<file path="config.mk">
export PLATFORM = sky130hd
export DESIGN_NAME = lpmc_ctrl
export DESIGN_NICKNAME = d
export VERILOG_FILES = /design/src/include/lpmc_pkg.sv /design/src/verilog/lpmc_clk_div.sv /design/src/verilog/lpmc_ctrl.sv
export SDC_FILE = /design/constraint.sdc
export NUM_CORES = 1
export LEC_CHECK = 0
export BUFFER_PORTS_ARGS = -buffer_cell sky130_fd_sc_hd__buf_2
export CAP_MARGIN = 15
export CORE_MARGIN = 2
export CORE_UTILIZATION = 55
export CTS_CLUSTER_SIZE = 40
export DETAILED_ROUTE_END_ITERATION = 10
export PLACE_DENSITY = 0.81
export SLEW_MARGIN = 20
export SYNTH_ARGS = -nofsm -noshare
export SYNTH_HDL_FRONTEND = slang
export SYNTH_SLANG_ARGS = --single-unit
</file>
<file path="constraint.sdc">
create_clock -name clk_i -period 2.32 [get_ports clk_i]
set_clock_uncertainty 0.05 [all_clocks]
set_input_delay 0.116 -clock clk_i [delete_from_list [all_inputs] [get_ports clk_i]]
set_output_delay 0.116 -clock clk_i [all_outputs]
set_load 0.02 [all_outputs]
</file>
<file path="src/include/lpmc_pkg.sv">
// Constants shared by the low power mode controller and its clock dividers.
// Assumes one system clock and a CPU that signals execution of its wait
// instruction as a one-cycle pulse.
//
// What this block does
// - Software sets a divide ratio for the core, the four peripheral, the external bus and the flash interface clocks, each on its own.
// - Software chooses whether the external bus clock pin toggles with the bus clock or sits high.
// - Each peripheral module has its own stop bit that halts that module only.
// - There are exactly four low power states: sleep, all-module clock stop, software standby and deep software standby.
// - Software picks the target state in a register and the state is entered only when the wait instruction executes.
// - In sleep and all-module clock stop an interrupt ends the state and the CPU resumes with that interrupt's handling.
// - Every low power state halts the CPU, with its registers kept in all but deep software standby, and some states also halt peripherals or oscillators.
// - The USB host/function unit may run in sleep but is stopped in all-module clock stop, where RAM and flash halt with contents kept.
// - The voltage detector may keep running in sleep and all-module clock stop, and the power-on reset circuit always runs.
// - Both eight-bit timer units may keep counting in sleep so they can wake the device.
// - In all-module clock stop the watchdog is halted with its state kept while the independent watchdog may keep running.
package lpmc_pkg;

  // ==========================================================================
  // Register map
  localparam logic [7:0] CLKDIV_OFS = 8'h00;
  localparam logic [7:0] MSTOP_OFS = 8'h04;
  localparam logic [7:0] LPCTRL_OFS = 8'h08;
  localparam logic [7:0] LPSTAT_OFS = 8'h0C;

  localparam logic [31:0] CLKDIV_RST = 32'h0000_0000;
  localparam logic [31:0] MSTOP_RST = 32'h0000_0000;
  localparam logic [31:0] LPCTRL_RST = 32'h0000_0000;
  localparam logic [31:0] LPCTRL_MASK = 32'h0000_01F3;

  // ==========================================================================
  // Clock divide fields, four bits per clock in CLKDIV
  localparam int NCLK = 7;
  localparam int CK_CORE = 0;
  localparam int CK_PA = 1;
  localparam int CK_PB = 2;
  localparam int CK_PC = 3;
  localparam int CK_PD = 4;
  localparam int CK_BUS = 5;
  localparam int CK_FLASH = 6;
  localparam int DIV_FW = 4;
  localparam int PIN_HIGH_BIT = 28;
  localparam logic [3:0] DIV_MAX = 4'h6;
  localparam int DIV_CNT_W = 6;

  // ==========================================================================
  // LPCTRL fields
  localparam int MODE_LSB = 0;
  localparam logic [1:0] MODE_SLEEP = 2'h0;
  localparam logic [1:0] MODE_ALLCLK = 2'h1;
  localparam logic [1:0] MODE_SWSTBY = 2'h2;
  localparam logic [1:0] MODE_DEEP = 2'h3;
  localparam int KEEP_LVD_BIT = 4;
  localparam int KEEP_IWDT_BIT = 5;
  localparam int KEEP_TMR0_BIT = 6;
  localparam int KEEP_TMR1_BIT = 7;
  localparam int KEEP_USB_BIT = 8;

  // ==========================================================================
  // LPSTAT fields and state codes
  localparam int HALT_BIT = 4;
  localparam logic [2:0] STC_RUN = 3'h0;
  localparam logic [2:0] STC_SLEEP = 3'h1;
  localparam logic [2:0] STC_ALLCLK = 3'h2;
  localparam logic [2:0] STC_SWSTBY = 3'h3;
  localparam logic [2:0] STC_DEEP = 3'h4;

  localparam logic [1:0] RESP_OKAY = 2'h0;
  localparam logic [1:0] RESP_SLVERR = 2'h2;

endpackage

</file>
<file path="src/verilog/lpmc_clk_div.sv">
// Power-of-two clock enable divider for one derived clock.
// Assumes ratio_i holds a code from 0 to the largest legal one.
`timescale 1ns/1ns
module lpmc_clk_div (
  input wire logic clk_i,
  input wire logic sys_rst_i,
  input wire logic [3:0] ratio_i,
  input wire logic run_i,
  output logic tick_o
);

  logic [lpmc_pkg::DIV_CNT_W-1:0] cnt_reg;
  logic [lpmc_pkg::DIV_CNT_W-1:0] mask;
  logic tick_reg;

  // Code n gives one enable every 2**n clocks
  assign mask = lpmc_pkg::DIV_CNT_W'((7'h01 << ratio_i) - 7'h01);
  assign tick_o = tick_reg;

  always_ff @(posedge clk_i) begin
    if (sys_rst_i) begin
      cnt_reg <= '0;
      tick_reg <= 1'b0;
    end else if (run_i) begin
      cnt_reg <= cnt_reg + 1'b1;
      tick_reg <= (cnt_reg & mask) == mask;
    end else begin
      // Stopped clock keeps its phase so a resume is glitch free
      tick_reg <= 1'b0;
    end
  end
endmodule // lpmc_clk_div

</file>
<file path="src/verilog/lpmc_ctrl.sv">
// Low power mode controller: clock dividers, module stop, low power states.
// Assumes an AXI4-Lite master, a CPU that pulses wait_exec_i on its wait
// instruction and an interrupt controller that holds irq_i while pending.
`timescale 1ns/1ns
module lpmc_ctrl (
  input wire logic clk_i,
  input wire logic sys_rst_i,
  // AXI4-Lite slave
  input wire logic [7:0] s_axi_awaddr,
  input wire logic s_axi_awvalid,
  output logic s_axi_awready,
  input wire logic [31:0] s_axi_wdata,
  input wire logic [3:0] s_axi_wstrb,
  input wire logic s_axi_wvalid,
  output logic s_axi_wready,
  output logic [1:0] s_axi_bresp,
  output logic s_axi_bvalid,
  input wire logic s_axi_bready,
  input wire logic [7:0] s_axi_araddr,
  input wire logic s_axi_arvalid,
  output logic s_axi_arready,
  output logic [31:0] s_axi_rdata,
  output logic [1:0] s_axi_rresp,
  output logic s_axi_rvalid,
  input wire logic s_axi_rready,
  // CPU and interrupt controller
  input wire logic wait_exec_i,
  input wire logic irq_i,
  output logic cpu_halt_o,
  output logic reset_req_o,
  // Clock enables and the external bus clock pin
  output logic core_clock_en_o,
  output logic [3:0] periph_clock_en_o,
  output logic bus_clock_en_o,
  output logic flash_if_clock_en_o,
  output logic bus_clock_pin_o,
  // Unit run controls
  output logic [31:0] module_run_o,
  output logic ram_run_o,
  output logic flash_run_o,
  output logic usb_host_function_unit_run_o,
  output logic [1:0] eight_bit_timer_run_o,
  output logic watchdog_unit_run_o,
  output logic independent_watchdog_unit_run_o,
  output logic voltage_detector_run_o,
  output logic por_run_o,
  output logic main_osc_run_o
);

  // ==========================================================================
  // Registers and state
  typedef enum logic [2:0] {
    ST_RUN, ST_SLEEP, ST_ALLCLK, ST_SWSTBY, ST_DEEP
  } lpmc_state_e;

  lpmc_state_e state_reg;
  lpmc_state_e state_next;
  logic [31:0] clkdiv_reg;
  logic [31:0] mstop_reg;
  logic [31:0] lpctrl_reg;
  logic pin_reg;
  logic reset_req_reg;
  logic bvalid_reg;
  logic [1:0] bresp_reg;
  logic rvalid_reg;
  logic [1:0] rresp_reg;
  logic [31:0] rdata_reg;

  // ==========================================================================
  // Helpers
  function automatic logic [31:0] merge(input logic [31:0] old_v,
                                        input logic [31:0] new_v,
                                        input logic [3:0] strb);
    logic [31:0] res;
    res = old_v;
    for (int b = 0; b < 4; b++) begin
      if (strb[b]) begin
        res[8*b +: 8] = new_v[8*b +: 8];
      end
    end
    return res;
  endfunction

  // Prohibited ratio codes leave the old ratio in place
  function automatic logic [31:0] clean_div(input logic [31:0] old_v,
                                            input logic [31:0] new_v);
    logic [31:0] res;
    res = '0;
    for (int c = 0; c < lpmc_pkg::NCLK; c++) begin
      if (new_v[lpmc_pkg::DIV_FW*c +: 4] <= lpmc_pkg::DIV_MAX) begin
        res[lpmc_pkg::DIV_FW*c +: 4] = new_v[lpmc_pkg::DIV_FW*c +: 4];
      end else begin
        res[lpmc_pkg::DIV_FW*c +: 4] = old_v[lpmc_pkg::DIV_FW*c +: 4];
      end
    end
    res[lpmc_pkg::PIN_HIGH_BIT] = new_v[lpmc_pkg::PIN_HIGH_BIT];
    return res;
  endfunction

  // ==========================================================================
  // Bus decode
  logic wr_go;
  logic rd_go;
  logic wr_clkdiv;
  logic wr_mstop;
  logic wr_lpctrl;
  logic wr_hit;
  logic rd_hit;
  logic [31:0] wr_merged;
  logic [31:0] rd_mux;
  logic [2:0] st_code;
  logic [31:0] lpstat_val;

  // Address and data are taken together; holding ready low until both
  // are offered keeps the slave free of a half-done write.
  assign wr_go = s_axi_awvalid && s_axi_wvalid && !bvalid_reg;
  assign rd_go = s_axi_arvalid && !rvalid_reg;
  assign s_axi_awready = wr_go;
  assign s_axi_wready = wr_go;
  assign s_axi_arready = !rvalid_reg;
  assign s_axi_bvalid = bvalid_reg;
  assign s_axi_bresp = bresp_reg;
  assign s_axi_rvalid = rvalid_reg;
  assign s_axi_rresp = rresp_reg;
  assign s_axi_rdata = rdata_reg;

  assign wr_clkdiv = wr_go && s_axi_awaddr == lpmc_pkg::CLKDIV_OFS;
  assign wr_mstop = wr_go && s_axi_awaddr == lpmc_pkg::MSTOP_OFS;
  assign wr_lpctrl = wr_go && s_axi_awaddr == lpmc_pkg::LPCTRL_OFS;
  assign wr_hit = wr_clkdiv || wr_mstop || wr_lpctrl ||
                  s_axi_awaddr == lpmc_pkg::LPSTAT_OFS;
  assign rd_hit = s_axi_araddr == lpmc_pkg::CLKDIV_OFS ||
                  s_axi_araddr == lpmc_pkg::MSTOP_OFS ||
                  s_axi_araddr == lpmc_pkg::LPCTRL_OFS ||
                  s_axi_araddr == lpmc_pkg::LPSTAT_OFS;

  assign st_code = (state_reg == ST_SLEEP) ? lpmc_pkg::STC_SLEEP :
                   (state_reg == ST_ALLCLK) ? lpmc_pkg::STC_ALLCLK :
                   (state_reg == ST_SWSTBY) ? lpmc_pkg::STC_SWSTBY :
                   (state_reg == ST_DEEP) ? lpmc_pkg::STC_DEEP :
                   lpmc_pkg::STC_RUN;
  assign lpstat_val = {27'h0, cpu_halt_o, 1'b0, st_code};

  assign rd_mux =
    (s_axi_araddr == lpmc_pkg::CLKDIV_OFS) ? clkdiv_reg :
    (s_axi_araddr == lpmc_pkg::MSTOP_OFS) ? mstop_reg :
    (s_axi_araddr == lpmc_pkg::LPCTRL_OFS) ? lpctrl_reg :
    (s_axi_araddr == lpmc_pkg::LPSTAT_OFS) ? lpstat_val : 32'h0000_0000;

  assign wr_merged = merge(32'h0000_0000, s_axi_wdata, s_axi_wstrb);

  // ==========================================================================
  // Bus response channels
  always_ff @(posedge clk_i) begin
    if (sys_rst_i) begin
      bvalid_reg <= 1'b0;
      bresp_reg <= lpmc_pkg::RESP_OKAY;
    end else if (wr_go) begin
      bvalid_reg <= 1'b1;
      bresp_reg <= wr_hit ? lpmc_pkg::RESP_OKAY : lpmc_pkg::RESP_SLVERR;
    end else if (s_axi_bready) begin
      bvalid_reg <= 1'b0;
    end
  end

  always_ff @(posedge clk_i) begin
    if (sys_rst_i) begin
      rvalid_reg <= 1'b0;
      rresp_reg <= lpmc_pkg::RESP_OKAY;
      rdata_reg <= 32'h0000_0000;
    end else if (rd_go) begin
      rvalid_reg <= 1'b1;
      rresp_reg <= rd_hit ? lpmc_pkg::RESP_OKAY : lpmc_pkg::RESP_SLVERR;
      rdata_reg <= rd_mux;
    end else if (s_axi_rready) begin
      rvalid_reg <= 1'b0;
    end
  end

  // ==========================================================================
  // Control registers
  always_ff @(posedge clk_i) begin
    if (sys_rst_i) begin
      clkdiv_reg <= lpmc_pkg::CLKDIV_RST;
      mstop_reg <= lpmc_pkg::MSTOP_RST;
      lpctrl_reg <= lpmc_pkg::LPCTRL_RST;
    end else begin
      if (wr_clkdiv) begin
        clkdiv_reg <= clean_div(clkdiv_reg,
                        merge(clkdiv_reg, s_axi_wdata, s_axi_wstrb));
      end
      if (wr_mstop) begin
        mstop_reg <= merge(mstop_reg, s_axi_wdata, s_axi_wstrb);
      end
      if (wr_lpctrl) begin
        lpctrl_reg <= merge(lpctrl_reg, wr_merged | (lpctrl_reg &
                        ~{{8{s_axi_wstrb[3]}}, {8{s_axi_wstrb[2]}},
                          {8{s_axi_wstrb[1]}}, {8{s_axi_wstrb[0]}}}),
                        s_axi_wstrb) & lpmc_pkg::LPCTRL_MASK;
      end
    end
  end

  // ==========================================================================
  // Low power state machine
  logic [1:0] mode_sel;
  assign mode_sel = lpctrl_reg[lpmc_pkg::MODE_LSB +: 2];

  always_comb begin
    state_next = state_reg;
    unique case (state_reg)
      ST_RUN: begin
        if (wait_exec_i) begin
          unique case (mode_sel)
            lpmc_pkg::MODE_SLEEP: state_next = ST_SLEEP;
            lpmc_pkg::MODE_ALLCLK: state_next = ST_ALLCLK;
            lpmc_pkg::MODE_SWSTBY: state_next = ST_SWSTBY;
            lpmc_pkg::MODE_DEEP: state_next = ST_DEEP;
          endcase
        end
      end
      ST_SLEEP, ST_ALLCLK, ST_SWSTBY, ST_DEEP: begin
        if (irq_i) begin
          state_next = ST_RUN;
        end
      end
      default: state_next = ST_RUN;
    endcase
  end

  // Reset always wins over every state, including the deep one
  always_ff @(posedge clk_i) begin
    if (sys_rst_i) begin
      state_reg <= ST_RUN;
      reset_req_reg <= 1'b0;
    end else begin
      state_reg <= state_next;
      // Deep standby lost CPU context, so waking goes via reset processing
      reset_req_reg <= state_reg == ST_DEEP && irq_i;
    end
  end
  assign reset_req_o = reset_req_reg;

  // ==========================================================================
  // Run controls per state
  logic in_run;
  logic in_sleep;
  logic in_allclk;
  logic in_swstby;
  logic periph_on;
  logic keep_lvd;
  logic keep_iwdt;
  logic keep_usb;
  logic [1:0] keep_tmr;

  assign in_run = state_reg == ST_RUN;
  assign in_sleep = state_reg == ST_SLEEP;
  assign in_allclk = state_reg == ST_ALLCLK;
  assign in_swstby = state_reg == ST_SWSTBY;
  assign keep_lvd = lpctrl_reg[lpmc_pkg::KEEP_LVD_BIT];
  assign keep_iwdt = lpctrl_reg[lpmc_pkg::KEEP_IWDT_BIT];
  assign keep_usb = lpctrl_reg[lpmc_pkg::KEEP_USB_BIT];
  assign keep_tmr = {lpctrl_reg[lpmc_pkg::KEEP_TMR1_BIT],
                     lpctrl_reg[lpmc_pkg::KEEP_TMR0_BIT]};

  assign periph_on = in_run || in_sleep;
  assign cpu_halt_o = !in_run;
  assign module_run_o = {32{periph_on}} & ~mstop_reg;
  assign ram_run_o = periph_on;
  assign flash_run_o = periph_on;
  assign usb_host_function_unit_run_o = in_run || (in_sleep && keep_usb);
  assign eight_bit_timer_run_o = {2{in_run}} |
    ({2{in_sleep || in_allclk}} & keep_tmr);
  assign watchdog_unit_run_o = in_run;
  assign independent_watchdog_unit_run_o = in_run ||
    ((in_sleep || in_allclk || in_swstby) && keep_iwdt);
  assign voltage_detector_run_o = in_run || keep_lvd;
  assign por_run_o = 1'b1;
  assign main_osc_run_o = in_run || in_sleep || in_allclk;

  // ==========================================================================
  // Clock dividers
  logic [lpmc_pkg::NCLK-1:0] div_run;
  logic [lpmc_pkg::NCLK-1:0] div_tick;

  assign div_run[lpmc_pkg::CK_CORE] = in_run;
  assign div_run[lpmc_pkg::CK_PA] = periph_on;
  assign div_run[lpmc_pkg::CK_PB] = periph_on;
  assign div_run[lpmc_pkg::CK_PC] = periph_on;
  assign div_run[lpmc_pkg::CK_PD] = periph_on;
  assign div_run[lpmc_pkg::CK_BUS] = periph_on;
  assign div_run[lpmc_pkg::CK_FLASH] = periph_on;

  genvar gi;
  generate
    for (gi = 0; gi < lpmc_pkg::NCLK; gi++) begin : g_div
      lpmc_clk_div u_div (
        .clk_i(clk_i),
        .sys_rst_i(sys_rst_i),
        .ratio_i(clkdiv_reg[lpmc_pkg::DIV_FW*gi +: 4]),
        .run_i(div_run[gi]),
        .tick_o(div_tick[gi])
      );
    end
  endgenerate

  assign core_clock_en_o = div_tick[lpmc_pkg::CK_CORE];
  assign periph_clock_en_o = div_tick[lpmc_pkg::CK_PD:lpmc_pkg::CK_PA];
  assign bus_clock_en_o = div_tick[lpmc_pkg::CK_BUS];
  assign flash_if_clock_en_o = div_tick[lpmc_pkg::CK_FLASH];

  // ==========================================================================
  // External bus clock pin
  logic pin_high;
  assign pin_high = clkdiv_reg[lpmc_pkg::PIN_HIGH_BIT];

  always_ff @(posedge clk_i) begin
    if (sys_rst_i) begin
      pin_reg <= 1'b1;
    end else if (pin_high) begin
      pin_reg <= 1'b1;
    end else if (div_tick[lpmc_pkg::CK_BUS]) begin
      pin_reg <= !pin_reg;
    end
  end
  assign bus_clock_pin_o = pin_reg;
endmodule // lpmc_ctrl

</file>
==> reports/metrics.yaml, run 1 <==
netlist_area_um2: 7540
io_pins: 154
crit_start: "clkdiv_reg[6]$_SDFFE_PP0P_"
die-width_um: 121
r2r-start: "clkdiv_reg[6]$_SDFFE_PP0P_"
drt_first_pass_iters: 5
postSynthCellCount: 860
synth_edf_count: 0
cts_tree: "done"
cts_buffer_depth: 2
whs_path_depth: 4
pwr-share-comb: 0.075
cp_max_fo: 8
p_leak_nw: 3.85
h-tree-depth: 4
p_seq_frac: 0.453
maxCapViolCount: 0
worst_pin_slew_ns: 0.828
critPathRequiredTime_ns: 2.58
root_buffer: "clkbuf_16"
io_buffers: 150
postSynth.topFlopCell: "dfxtp_1"
worstSetupPathType: "reg -> reg"
largest_register_ffs: 42
hp-start: "s_axi_wstrb[3]"
drtAntennaViolNets: 0
routed_wl_um: 20300
cts_buffers: 17
grt_pass1_wl_um: 32300
clock-sinks: 158
setup-violations-final: 0
power_density_nw_per_um2: 658
worst-r2r-setup-slack_ns: 0.12
wl_per_cell_um: 16.6
p_total_mw: 6.21
worstSetupStartpointType: "flop"
initial_utilization: 0.567
yosysSeqAreaShare: 0.419
clk_latency_ns: 0.42
gp_congestion: 0.922
die_h_um: 121
synth_warnings: 0
clkTransAtPathRegs_ns: 0.06
area_delta_synth_final_pct: 25.1
vias: 7030
antenna_found_initial: 0
crit_path_max_incr_delay_ns: 0.66
power_switching_mw: 1.39
avgViaCountPerCell: 5.75
worst_setup_path_end_kind: "flop"
setup_slack_ns: 0.124
drt_iter0_drc: 502
cp_top_family: "compound AO/OA/AOI/OAI gates"
design.core.area_um2: 13300
reg2regPathDepth: 5
finish.instance_area_um2: 9440
pre_cts_ws_ns: 0.154
cp.arrival_ns: 2.45
critPathSlowestCell: "or4b_2"
p_int_mw: 4.82
row_count: 42
ys_async_sr_fraction: 0
fmax_mhz: 455
slew_violations: 0
synth.distinct_cells: 58
clock_power_share: 0.472
hold_viol_final: 0
n_antenna_cell: 0
grt_max_degree: 84
cts_setup_buffers: 0
tns_ns: 0
hpwl_um: 13100
swShare: 0.223
overflow: 0
place_area_um2: 8410
timing.slew.headroom: 0.448
layout.nets: 1114
peakVddDrop_v: 0.000541
grt_pass1_vias: 6592
syn-mean-instance-area_um2: 8.77
ys_ff_latch: 158
hold_path_end: "clkdiv_reg[28]$_SDFFE_PP0P_"
outcome: "finished, final reports clean"
hp-class: "in -> reg"
cp_num_buf_inv: 0
crit_chain: "or4b_2 -> ha_1 -> a21o_1 -> a22o_1 -> a2111oi_1"
drc: 0
rsz0062_at_grt: "no"
fin_crit_ns: 2.20
drive_gt1_frac: 0.228
timing.rr.end: "g_div[1].u_div.tick_o$_SDFF_PP0_"
grt_use_total: 0.278
min_period_over_period: 0.946
die_area_um2: 14700
[layout by cell type, fill, tap and decap left out, types with 8 or more instances in the layout]
master         instances
nand4_1               16
dlygate4sd3_1         40
nand3_1               27
nor2_1               160
nor3_1                 8
nor2b_1               12
buf_4                 24
ha_1                  17
inv_1                 14
nand2_1               47
xnor2_1               17
a22oi_1               25
mux2i_1               45
mux2_2                22
clkbuf_16             17
dfxtp_1              158
nand2b_1              15
buf_2                149
nand3b_1              11
a21oi_1               55
o21ai_0               28
xor2_1                26
[kinds of logic after synthesis]
| logic type | Yosys count | share of synthesized area |
|---|---|---|
| mux | 69 | 0.0985 |
| flops | 158 | 0.419 |
| xor+xnor | 43 | 0.0499 |
| fa+ha+maj | 18 | 0.0295 |
| compound gates | 148 | 0.121 |
| other cells | 2 | 0.000996 |
| simple gates | 348 | 0.232 |
| buf+inv | 74 | 0.0489 |
[metal layers]
layer	up-vias	part of all wire	GRT usage
met5	-	0	0
met4	0	0.028	0.120
met3	57	0.069	0.0616
met2	309	0.48	0.448
met1	3308	0.42	0.358
li1	3356	-	-
[worst register-to-register path: cells and delay by family, from the launching register on]
family / cells / cell delay (ns)
AO/OA/AOI/OAI: 3 / 0.74
adder cells (fa/ha/maj): 1 / 0.25
flip-flops: 1 / 0.38
AND/OR/NAND/NOR: 1 / 0.66
[cell usage after synthesis (16+ instances only)]
library cell / count / area [µm²]
o21ai_0: 28 / 140
mux2i_1: 45 / 450
a22oi_1: 25 / 188
xor2_1: 26 / 228
mux2_2: 22 / 248
nor2_1: 160 / 601
ha_1: 17 / 213
nand2_1: 47 / 176
nand4_1: 16 / 100
dfxtp_1: 158 / 3160
xnor2_1: 17 / 149
clkbuf_1: 34 / 128
a21oi_1: 55 / 275
nand3_1: 27 / 135
[stage by stage]
| stage | hold WS (ns) | utilization | std cells |
|---|---|---|---|
| floorplan | 0.210 | - | 861 |
| global placement | 0.301 | 0.633 | 1153 |
| detailed placement | 0.317 | 0.633 | 1153 |
| CTS | 0.0362 | 0.709 | 1223 |
| global route | 0.0934 | 0.710 | 1223 |
| finish | 0.0850 | 0.710 | 1223 |
[how the worst max path moves through the flow]
stage / to / slack (ns) / cells past startpoint
after global routing: g_div[3].u_div.tick_o$_SDFF_PP0_ / 0.02 / 5
final: g_div[1].u_div.tick_o$_SDFF_PP0_ / 0.12 / 5
after floorplan: g_div[1].u_div.tick_o$_SDFF_PP0_ / 0.25 / 5
after CTS: clkdiv_reg[28]$_SDFFE_PP0P_ / 0.04 / 7
after detailed placement: g_div[1].u_div.tick_o$_SDFF_PP0_ / 0.15 / 5
after global placement: g_div[1].u_div.tick_o$_SDFF_PP0_ / 0.19 / 5
[power groups by stage]
stage               Combinational, mW  Clock [mW]  Sequential (mW)
floorplan                       0.253           0             2.87
global placement                0.396           0             2.87
detailed placement              0.404           0             2.87
CTS                             0.454        2.95             2.81
global route                    0.502        3.07             2.82
finish                          0.465        2.93             2.81
[timing repair]
| item | 4_1_cts | 5_1_grt |
|---|---|---|
| resized for setup | 0 | 2 |
| hold buffers | 40 | 0 |
| endpoints found under the hold margin | 72 | 0 |
| endpoints found under the setup margin | 0 | 4 |
[final cells by class]
| class | count | area [µm²] |
|---|---|---|
| Timing Repair Buffer | 214 | 1350 |
| Multi-Input combinational cell | 629 | 4030 |
| Inverter | 16 | 60.1 |
| Sequential cell | 158 | 3160 |
| Clock inverter | 7 | 135 |
| Tap cell | 176 | 220 |
| Fill cell | 940 | 3860 |
| Clock buffer | 23 | 478 |
(Power assumes the default switching activity.)
==> run 2, diff against run 1 <==
--- a/config.mk
+++ b/config.mk
@@ -11,6 +11,7 @@
 export CORE_UTILIZATION = 55
 export CTS_CLUSTER_SIZE = 40
 export DETAILED_ROUTE_END_ITERATION = 10
+export MAX_ROUTING_LAYER = met4
 export PLACE_DENSITY = 0.81
 export SLEW_MARGIN = 20
 export SYNTH_ARGS = -nofsm -noshare
==> run 2 against run 1 <==
Sequential power barely moved. Worst hold slack got worse by 0.0019 ns. Design area did not move. Setup slack got worse by 0.0022 ns. Critical endpoint unchanged. Via count barely moved. Critical path type unchanged. First-iteration DRC count fell by 7.0%.
==> reports/metrics.yaml, run 2 (synthesized netlist as in run 1, its figures left out) <==
outcome: "finished, final reports clean"
row_count: 42  # unchanged
initial_utilization: 0.567  # unchanged
cts_buffers: 17  # unchanged
setup-violations-final: 0  # unchanged
cts_setup_buffers: 0  # unchanged
rsz0062_at_grt: "no"
cp_max_fo: 8  # unchanged
h-tree-depth: 4  # unchanged
grt_pass1_vias: 6593  # +0.015%
drive_gt1_frac: 0.228  # unchanged
avgViaCountPerCell: 5.74  # about the same
fin_crit_ns: 2.20  # +0.00224 ns
maxCapViolCount: 0  # unchanged
dp.cells: 1153  # unchanged
endpoint: "g_div[1].u_div.tick_o$_SDFF_PP0_"
worstSetupStartpointType: "flop"
p_leak_nw: 3.85  # unchanged
use_met2: 0.449  # +0.000702
n_antenna_cell: 0  # unchanged
crit_path_max_incr_delay_ns: 0.66  # about the same
p_total_mw: 6.21  # about the same
min_period_over_period: 0.947  # +0.000965
slew_violations: 0  # unchanged
drt_first_pass_iters: 5  # unchanged
die_h_um: 121  # unchanged
overflow: 0  # unchanged
routed_wl_um: 20200  # -0.18%
layout.cells.non_filler: 1223  # unchanged
drtAntennaViolNets: 0  # unchanged
antenna_found_initial: 0  # unchanged
die-width_um: 121  # unchanged
io_buffers: 150  # unchanged
grt_use_met3: 0.0522  # -0.00940
cts_tree: "done"
root_buffer: "clkbuf_16"
grt_use_total: 0.286  # +0.00779
tns_ns: 0  # unchanged
cts_buffer_depth: 2  # unchanged
crit_chain: "or4b_2 -> ha_1 -> a21o_1 -> a22o_1 -> a2111oi_1"
worst-r2r-setup-slack_ns: 0.12  # about the same
clock-sinks: 158  # unchanged
pre_cts_ws_ns: 0.154  # unchanged
timing.rr.end: "g_div[1].u_div.tick_o$_SDFF_PP0_"
clkTransAtPathRegs_ns: 0.06  # about the same
clk_latency_ns: 0.42  # about the same
critPathRequiredTime_ns: 2.57  # about the same
wl_per_cell_um: 16.5  # -0.18%
final_common_cell: "nor2_1"
vias: 7026  # -0.057%
grt_max_degree: 84  # unchanged
busiest_layer: "met2"
drc: 0  # unchanged
worst_pin_slew_ns: 0.832  # +0.00377 ns
setup_slack_ns: 0.122  # -0.00224 ns
layout.nets: 1114  # unchanged
most-common-layout-cells: "nor2_1, dfxtp_1, buf_2"
fmax_mhz: 455  # -0.10%
hpwl_um: 13100  # unchanged
io_pins: 154  # unchanged
design.core.area_um2: 13300  # unchanged
cp.arrival_ns: 2.45  # about the same
grt_use_met1: 0.361  # +0.00268
reg2regPathDepth: 5  # unchanged
area_delta_synth_final_pct: 25.1  # unchanged
peakVddDrop_v: 0.000537  # -0.80%
critPathSlowestCell: "or4b_2"
hp-class: "in -> reg"
drt_iter0_drc: 467  # -7.0%
die_area_um2: 14700  # unchanged
crit_start: "clkdiv_reg[6]$_SDFFE_PP0P_"
r2r-start: "clkdiv_reg[6]$_SDFFE_PP0P_"
worst_setup_path_end_kind: "flop"
grt_pass1_wl_um: 32300  # about the same
timing.slew.headroom: 0.446  # -0.00251
gp_congestion: 0.938  # +1.8%
largest_register_ffs: 42  # unchanged
power_density_nw_per_um2: 658  # about the same
hold_viol_final: 0  # unchanged
worstSetupPathType: "reg -> reg"
run 2: cell counts in the layout (fill, tap and decap cells not counted):
No cell type changed its count.
run 2: worst min path at each step:
stage                         start                          end  depth (start not counted)
finish                s_axi_awvalid    s_axi_bvalid$_SDFFE_PP0P_                          3
global route         s_axi_wstrb[3]  clkdiv_reg[28]$_SDFFE_PP0P_                          4
CTS                  s_axi_wstrb[3]  clkdiv_reg[28]$_SDFFE_PP0P_                          4
detailed placement  s_axi_wdata[30]   mstop_reg[30]$_SDFFE_PP0P_                          3
global placement    s_axi_wdata[29]   mstop_reg[29]$_SDFFE_PP0P_                          3
floorplan            s_axi_wdata[7]                         flop                          2
run 2: timing repair:
| item | in CTS | in global routing |
|---|---|---|
| setup endpoints to repair | 0 | 4 |
| endpoints found under the hold margin | 72 | 0 |
| hold buffers | 40 | 0 |
| resized for setup | 0 | 2 |
run 2: area by class of cell:
type / count / area (µm²)
clock buffer: 23 / 478
tap: 176 / 220
sequential: 158 / 3160
inverter: 16 / 60.1
clock inverter: 7 / 135
multi-input combinational: 629 / 4030
timing repair buffer: 214 / 1350
fill: 940 / 3860
run 2: per-stage QoR:
step | utilization | area (µm²) | hold slack, ns
2_1_floorplan | - | 7550 | 0.210
3_3_place_gp | 0.633 | 8410 | 0.301
3_5_place_dp | 0.633 | 8410 | 0.317
4_1_cts | 0.709 | 9430 | 0.0362
5_1_grt | 0.710 | 9440 | 0.0948
6_report | 0.710 | 9440 | 0.0831
run 2: critical path: cells and delay by family (launching register included):
family	cells	cell delay, ns
adder cells (fa/ha/maj)	1	0.25
AO/OA/AOI/OAI	3	0.74
AND/OR/NAND/NOR	1	0.66
flip-flops	1	0.38
run 2: per-layer routing:
layer | routed length [µm] | part of all wire | vias up
met5 | 0 | 0 | -
met4 | 554 | 0.027 | 0
met3 | 1340 | 0.066 | 55
met2 | 9670 | 0.48 | 310
met1 | 8660 | 0.43 | 3305
li1 | - | - | 3356
run 2: power breakdown:
group	internal, mW	leakage (nW)	total (mW)	switching [mW]
logic	0.191	2.27	0.464	0.273
registers	2.76	1.28	2.81	0.0484
clock network	1.87	0.303	2.93	1.06
total	4.82	3.85	6.21	1.38
==> run 3, diff against run 2 <==
--- a/config.mk
+++ b/config.mk
@@ -8,11 +8,11 @@
 export BUFFER_PORTS_ARGS = -buffer_cell sky130_fd_sc_hd__buf_2
 export CAP_MARGIN = 15
 export CORE_MARGIN = 2
-export CORE_UTILIZATION = 55
+export CORE_UTILIZATION = 48
 export CTS_CLUSTER_SIZE = 40
 export DETAILED_ROUTE_END_ITERATION = 10
 export MAX_ROUTING_LAYER = met4
-export PLACE_DENSITY = 0.81
+export PLACE_DENSITY = 0.72
 export SLEW_MARGIN = 20
 export SYNTH_ARGS = -nofsm -noshare
 export SYNTH_HDL_FRONTEND = slang
==> run 3 against run 2 <==
Critical endpoint unchanged. Cell count is 3.1% higher. Count of clock-buffer cells in the layout is 2 lower. Global-route usage down 3.3 points. Combinational power about the same. Wire length down 1.6%. Design area is 0.13% higher. Utilization fell by 9.0 points. Via count shrank 3.3%. Power fell by 3.1%. Sequential cell count unchanged.
==> reports/metrics.yaml, run 3 (synthesized netlist as in run 1, its figures left out) <==
outcome: "finished, final reports clean"
crit_start: "clkdiv_reg[6]$_SDFFE_PP0P_"
cp_num_buf_inv: 0  # unchanged
reg2regPathDepth: 5  # unchanged
io_buffers: 150  # unchanged
path_depth: 5  # unchanged
largest_register_ffs: 42  # unchanged
hold_viol_final: 0  # unchanged
critPathRequiredTime_ns: 2.57  # about the same
drtAntennaViolNets: 0  # unchanged
maxCapViolCount: 0  # unchanged
drc: 0  # unchanged
worst_pin_slew_ns: 0.590  # -0.242 ns
crit_path_max_incr_delay_ns: 0.65  # about the same
design.core.area_um2: 15300  # +15%
r2r-start: "clkdiv_reg[6]$_SDFFE_PP0P_"
hpwl_um: 13500  # +2.4%
tns_ns: 0  # unchanged
drt_iter0_drc: 531  # +14%
root_buffer: "clkbuf_16"
h-tree-depth: 4  # unchanged
cp.arrival_ns: 2.48  # +0.03 ns
wl_per_cell_um: 15.8  # -4.6%
clock-sinks: 158  # unchanged
worstSetupPathType: "reg -> reg"
peakVddDrop_v: 0.000520  # -3.1%
initial_utilization: 0.494  # -0.0730
cts_buffers: 17  # unchanged
hp-class: "in -> reg"
grt_pass1_vias: 6550  # -0.65%
worst_setup_path_end_kind: "flop"
cts_tree: "done"
grt_use_total: 0.253  # -0.0332
routed_wl_um: 19900  # -1.6%
worstSetupStartpointType: "flop"
crit_chain: "or4b_2 -> ha_1 -> a21o_1 -> a22o_1 -> a2111oi_1"
antenna_found_initial: 0  # unchanged
dp.cells: 1191  # +3.3%
timing.slew.headroom: 0.607  # +0.161
power_density_nw_per_um2: 637  # -3.2%
worst-r2r-setup-slack_ns: 0.09  # -0.04 ns
final_common_cell: "nor2_1"
io_pins: 154  # unchanged
cp_max_fo: 8  # unchanged
setup-violations-final: 0  # unchanged
area_delta_synth_final_pct: 25.3
endpoint: "g_div[1].u_div.tick_o$_SDFF_PP0_"
most-common-layout-cells: "nor2_1, dfxtp_1, buf_2"
fmax_mhz: 448  # -1.6%
die-width_um: 129  # +6.8%
p_leak_nw: 3.84  # -0.36%
avgViaCountPerCell: 5.39  # -6.3%
vias: 6791  # -3.3%
overflow: 0  # unchanged
drt_first_pass_iters: 5  # unchanged
die_area_um2: 16700  # +14%
min_period_over_period: 0.963  # +0.0154
grt_pass1_wl_um: 32400  # +0.23%
cp_top_family: "compound AO/OA/AOI/OAI gates"
row_count: 45  # +7.1%
critPathSlowestCell: "or4b_2"
grt_max_degree: 57  # -32%
drive_gt1_frac: 0.233  # +0.00506
fin_crit_ns: 2.23  # +0.0357 ns
clk_latency_ns: 0.43  # about the same
die_h_um: 129  # +6.8%
layout.nets: 1115  # +0.090%
n_antenna_cell: 0  # unchanged
clkTransAtPathRegs_ns: 0.06  # about the same
slew_violations: 0  # unchanged
gp_congestion: 0.841  # -10%
layout.cells.non_filler: 1261  # +3.1%
timing.rr.end: "g_div[1].u_div.tick_o$_SDFF_PP0_"
cts_buffer_depth: 2  # unchanged
rsz0062_at_grt: "no"
## run 3: changes by cell type in the layout (fill, tap and decap cells not counted)
cell	before	now
clkinv_4	0	1
clkinv_2	3	6
inv_6	0	1
dlygate4sd3_1	40	38
buf_4	24	26
clkbuf_8	3	2
clkinvlp_4	0	1
nand3b_2	0	1
clkbuf_1	3	2
nand3b_4	1	0
buf_12	1	2
bufinv_16	4	2
## run 3: worst min-delay path by stage
stage | endpoint | slack [ns] | depth (start not counted) | startpoint
floorplan | flop | 0.21 | 2 | s_axi_wdata[7]
global placement | mstop_reg[31]$_SDFFE_PP0P_ | 0.30 | 3 | s_axi_wdata[31]
detailed placement | mstop_reg[29]$_SDFFE_PP0P_ | 0.31 | 3 | s_axi_wdata[29]
CTS | clkdiv_reg[18]$_SDFFE_PP0P_ | 0.08 | 4 | s_axi_wstrb[2]
global route | clkdiv_reg[21]$_SDFFE_PP0P_ | 0.10 | 4 | s_axi_wstrb[2]
finish | clkdiv_reg[16]$_SDFFE_PP0P_ | 0.1 | 4 | s_axi_wstrb[2]
## run 3: power breakdown
part / internal (mW) / total, mW / switching [mW]
clock: 1.63 / 2.74 / 1.11
combinational: 0.192 / 0.463 / 0.272
sequential: 2.76 / 2.81 / 0.0489
total: 4.59 / 6.02 / 1.43
## run 3: worst reg2reg max path, cell delays in order (launching register included)
cell and delay [ns]:
dfxtp_1 0.37, or4b_2 0.65, ha_1 0.26, a21o_1 0.20, a22o_1 0.17, a2111oi_1 0.41
## run 3: metrics by stage
stage	power (mW)	setup WS, ns	instance area (µm²)	hold slack, ns	util
after global routing	6.24	0.00458	9450	0.105	0.619
after CTS	6.05	0.0500	9450	0.0781	0.619
after global placement	3.27	0.223	8490	0.299	0.556
after detailed placement	3.28	0.0864	8490	0.311	0.556
after floorplan	3.12	0.252	7550	0.210	-
final	6.02	0.0864	9450	0.0952	0.619
## run 3: final cells by class
cell class	instances	area (µm²)
Clock buffer	21	460
Clock inverter	11	115
Fill cell	1291	5810
Inverter	16	60.1
Multi-Input combinational cell	629	4020
Sequential cell	158	3160
Tap cell	211	264
Timing Repair Buffer	215	1360
## run 3: metal layers
layer  global-route usage  up-vias  routed length (µm)
li1                     -     3358                   -
met4               0.0889        0                 408
met5                    -        -                   0
met2                0.389      212                9400
met1                0.325     3180                8880
met3               0.0615       41                1210
## run 3: what timing repair did
action	CTS	global route
endpoints found under the hold margin	77	0
hold buffers	38	0
setup buffers	0	0
endpoints found under the setup margin	0	1
gates resized for setup	0	1
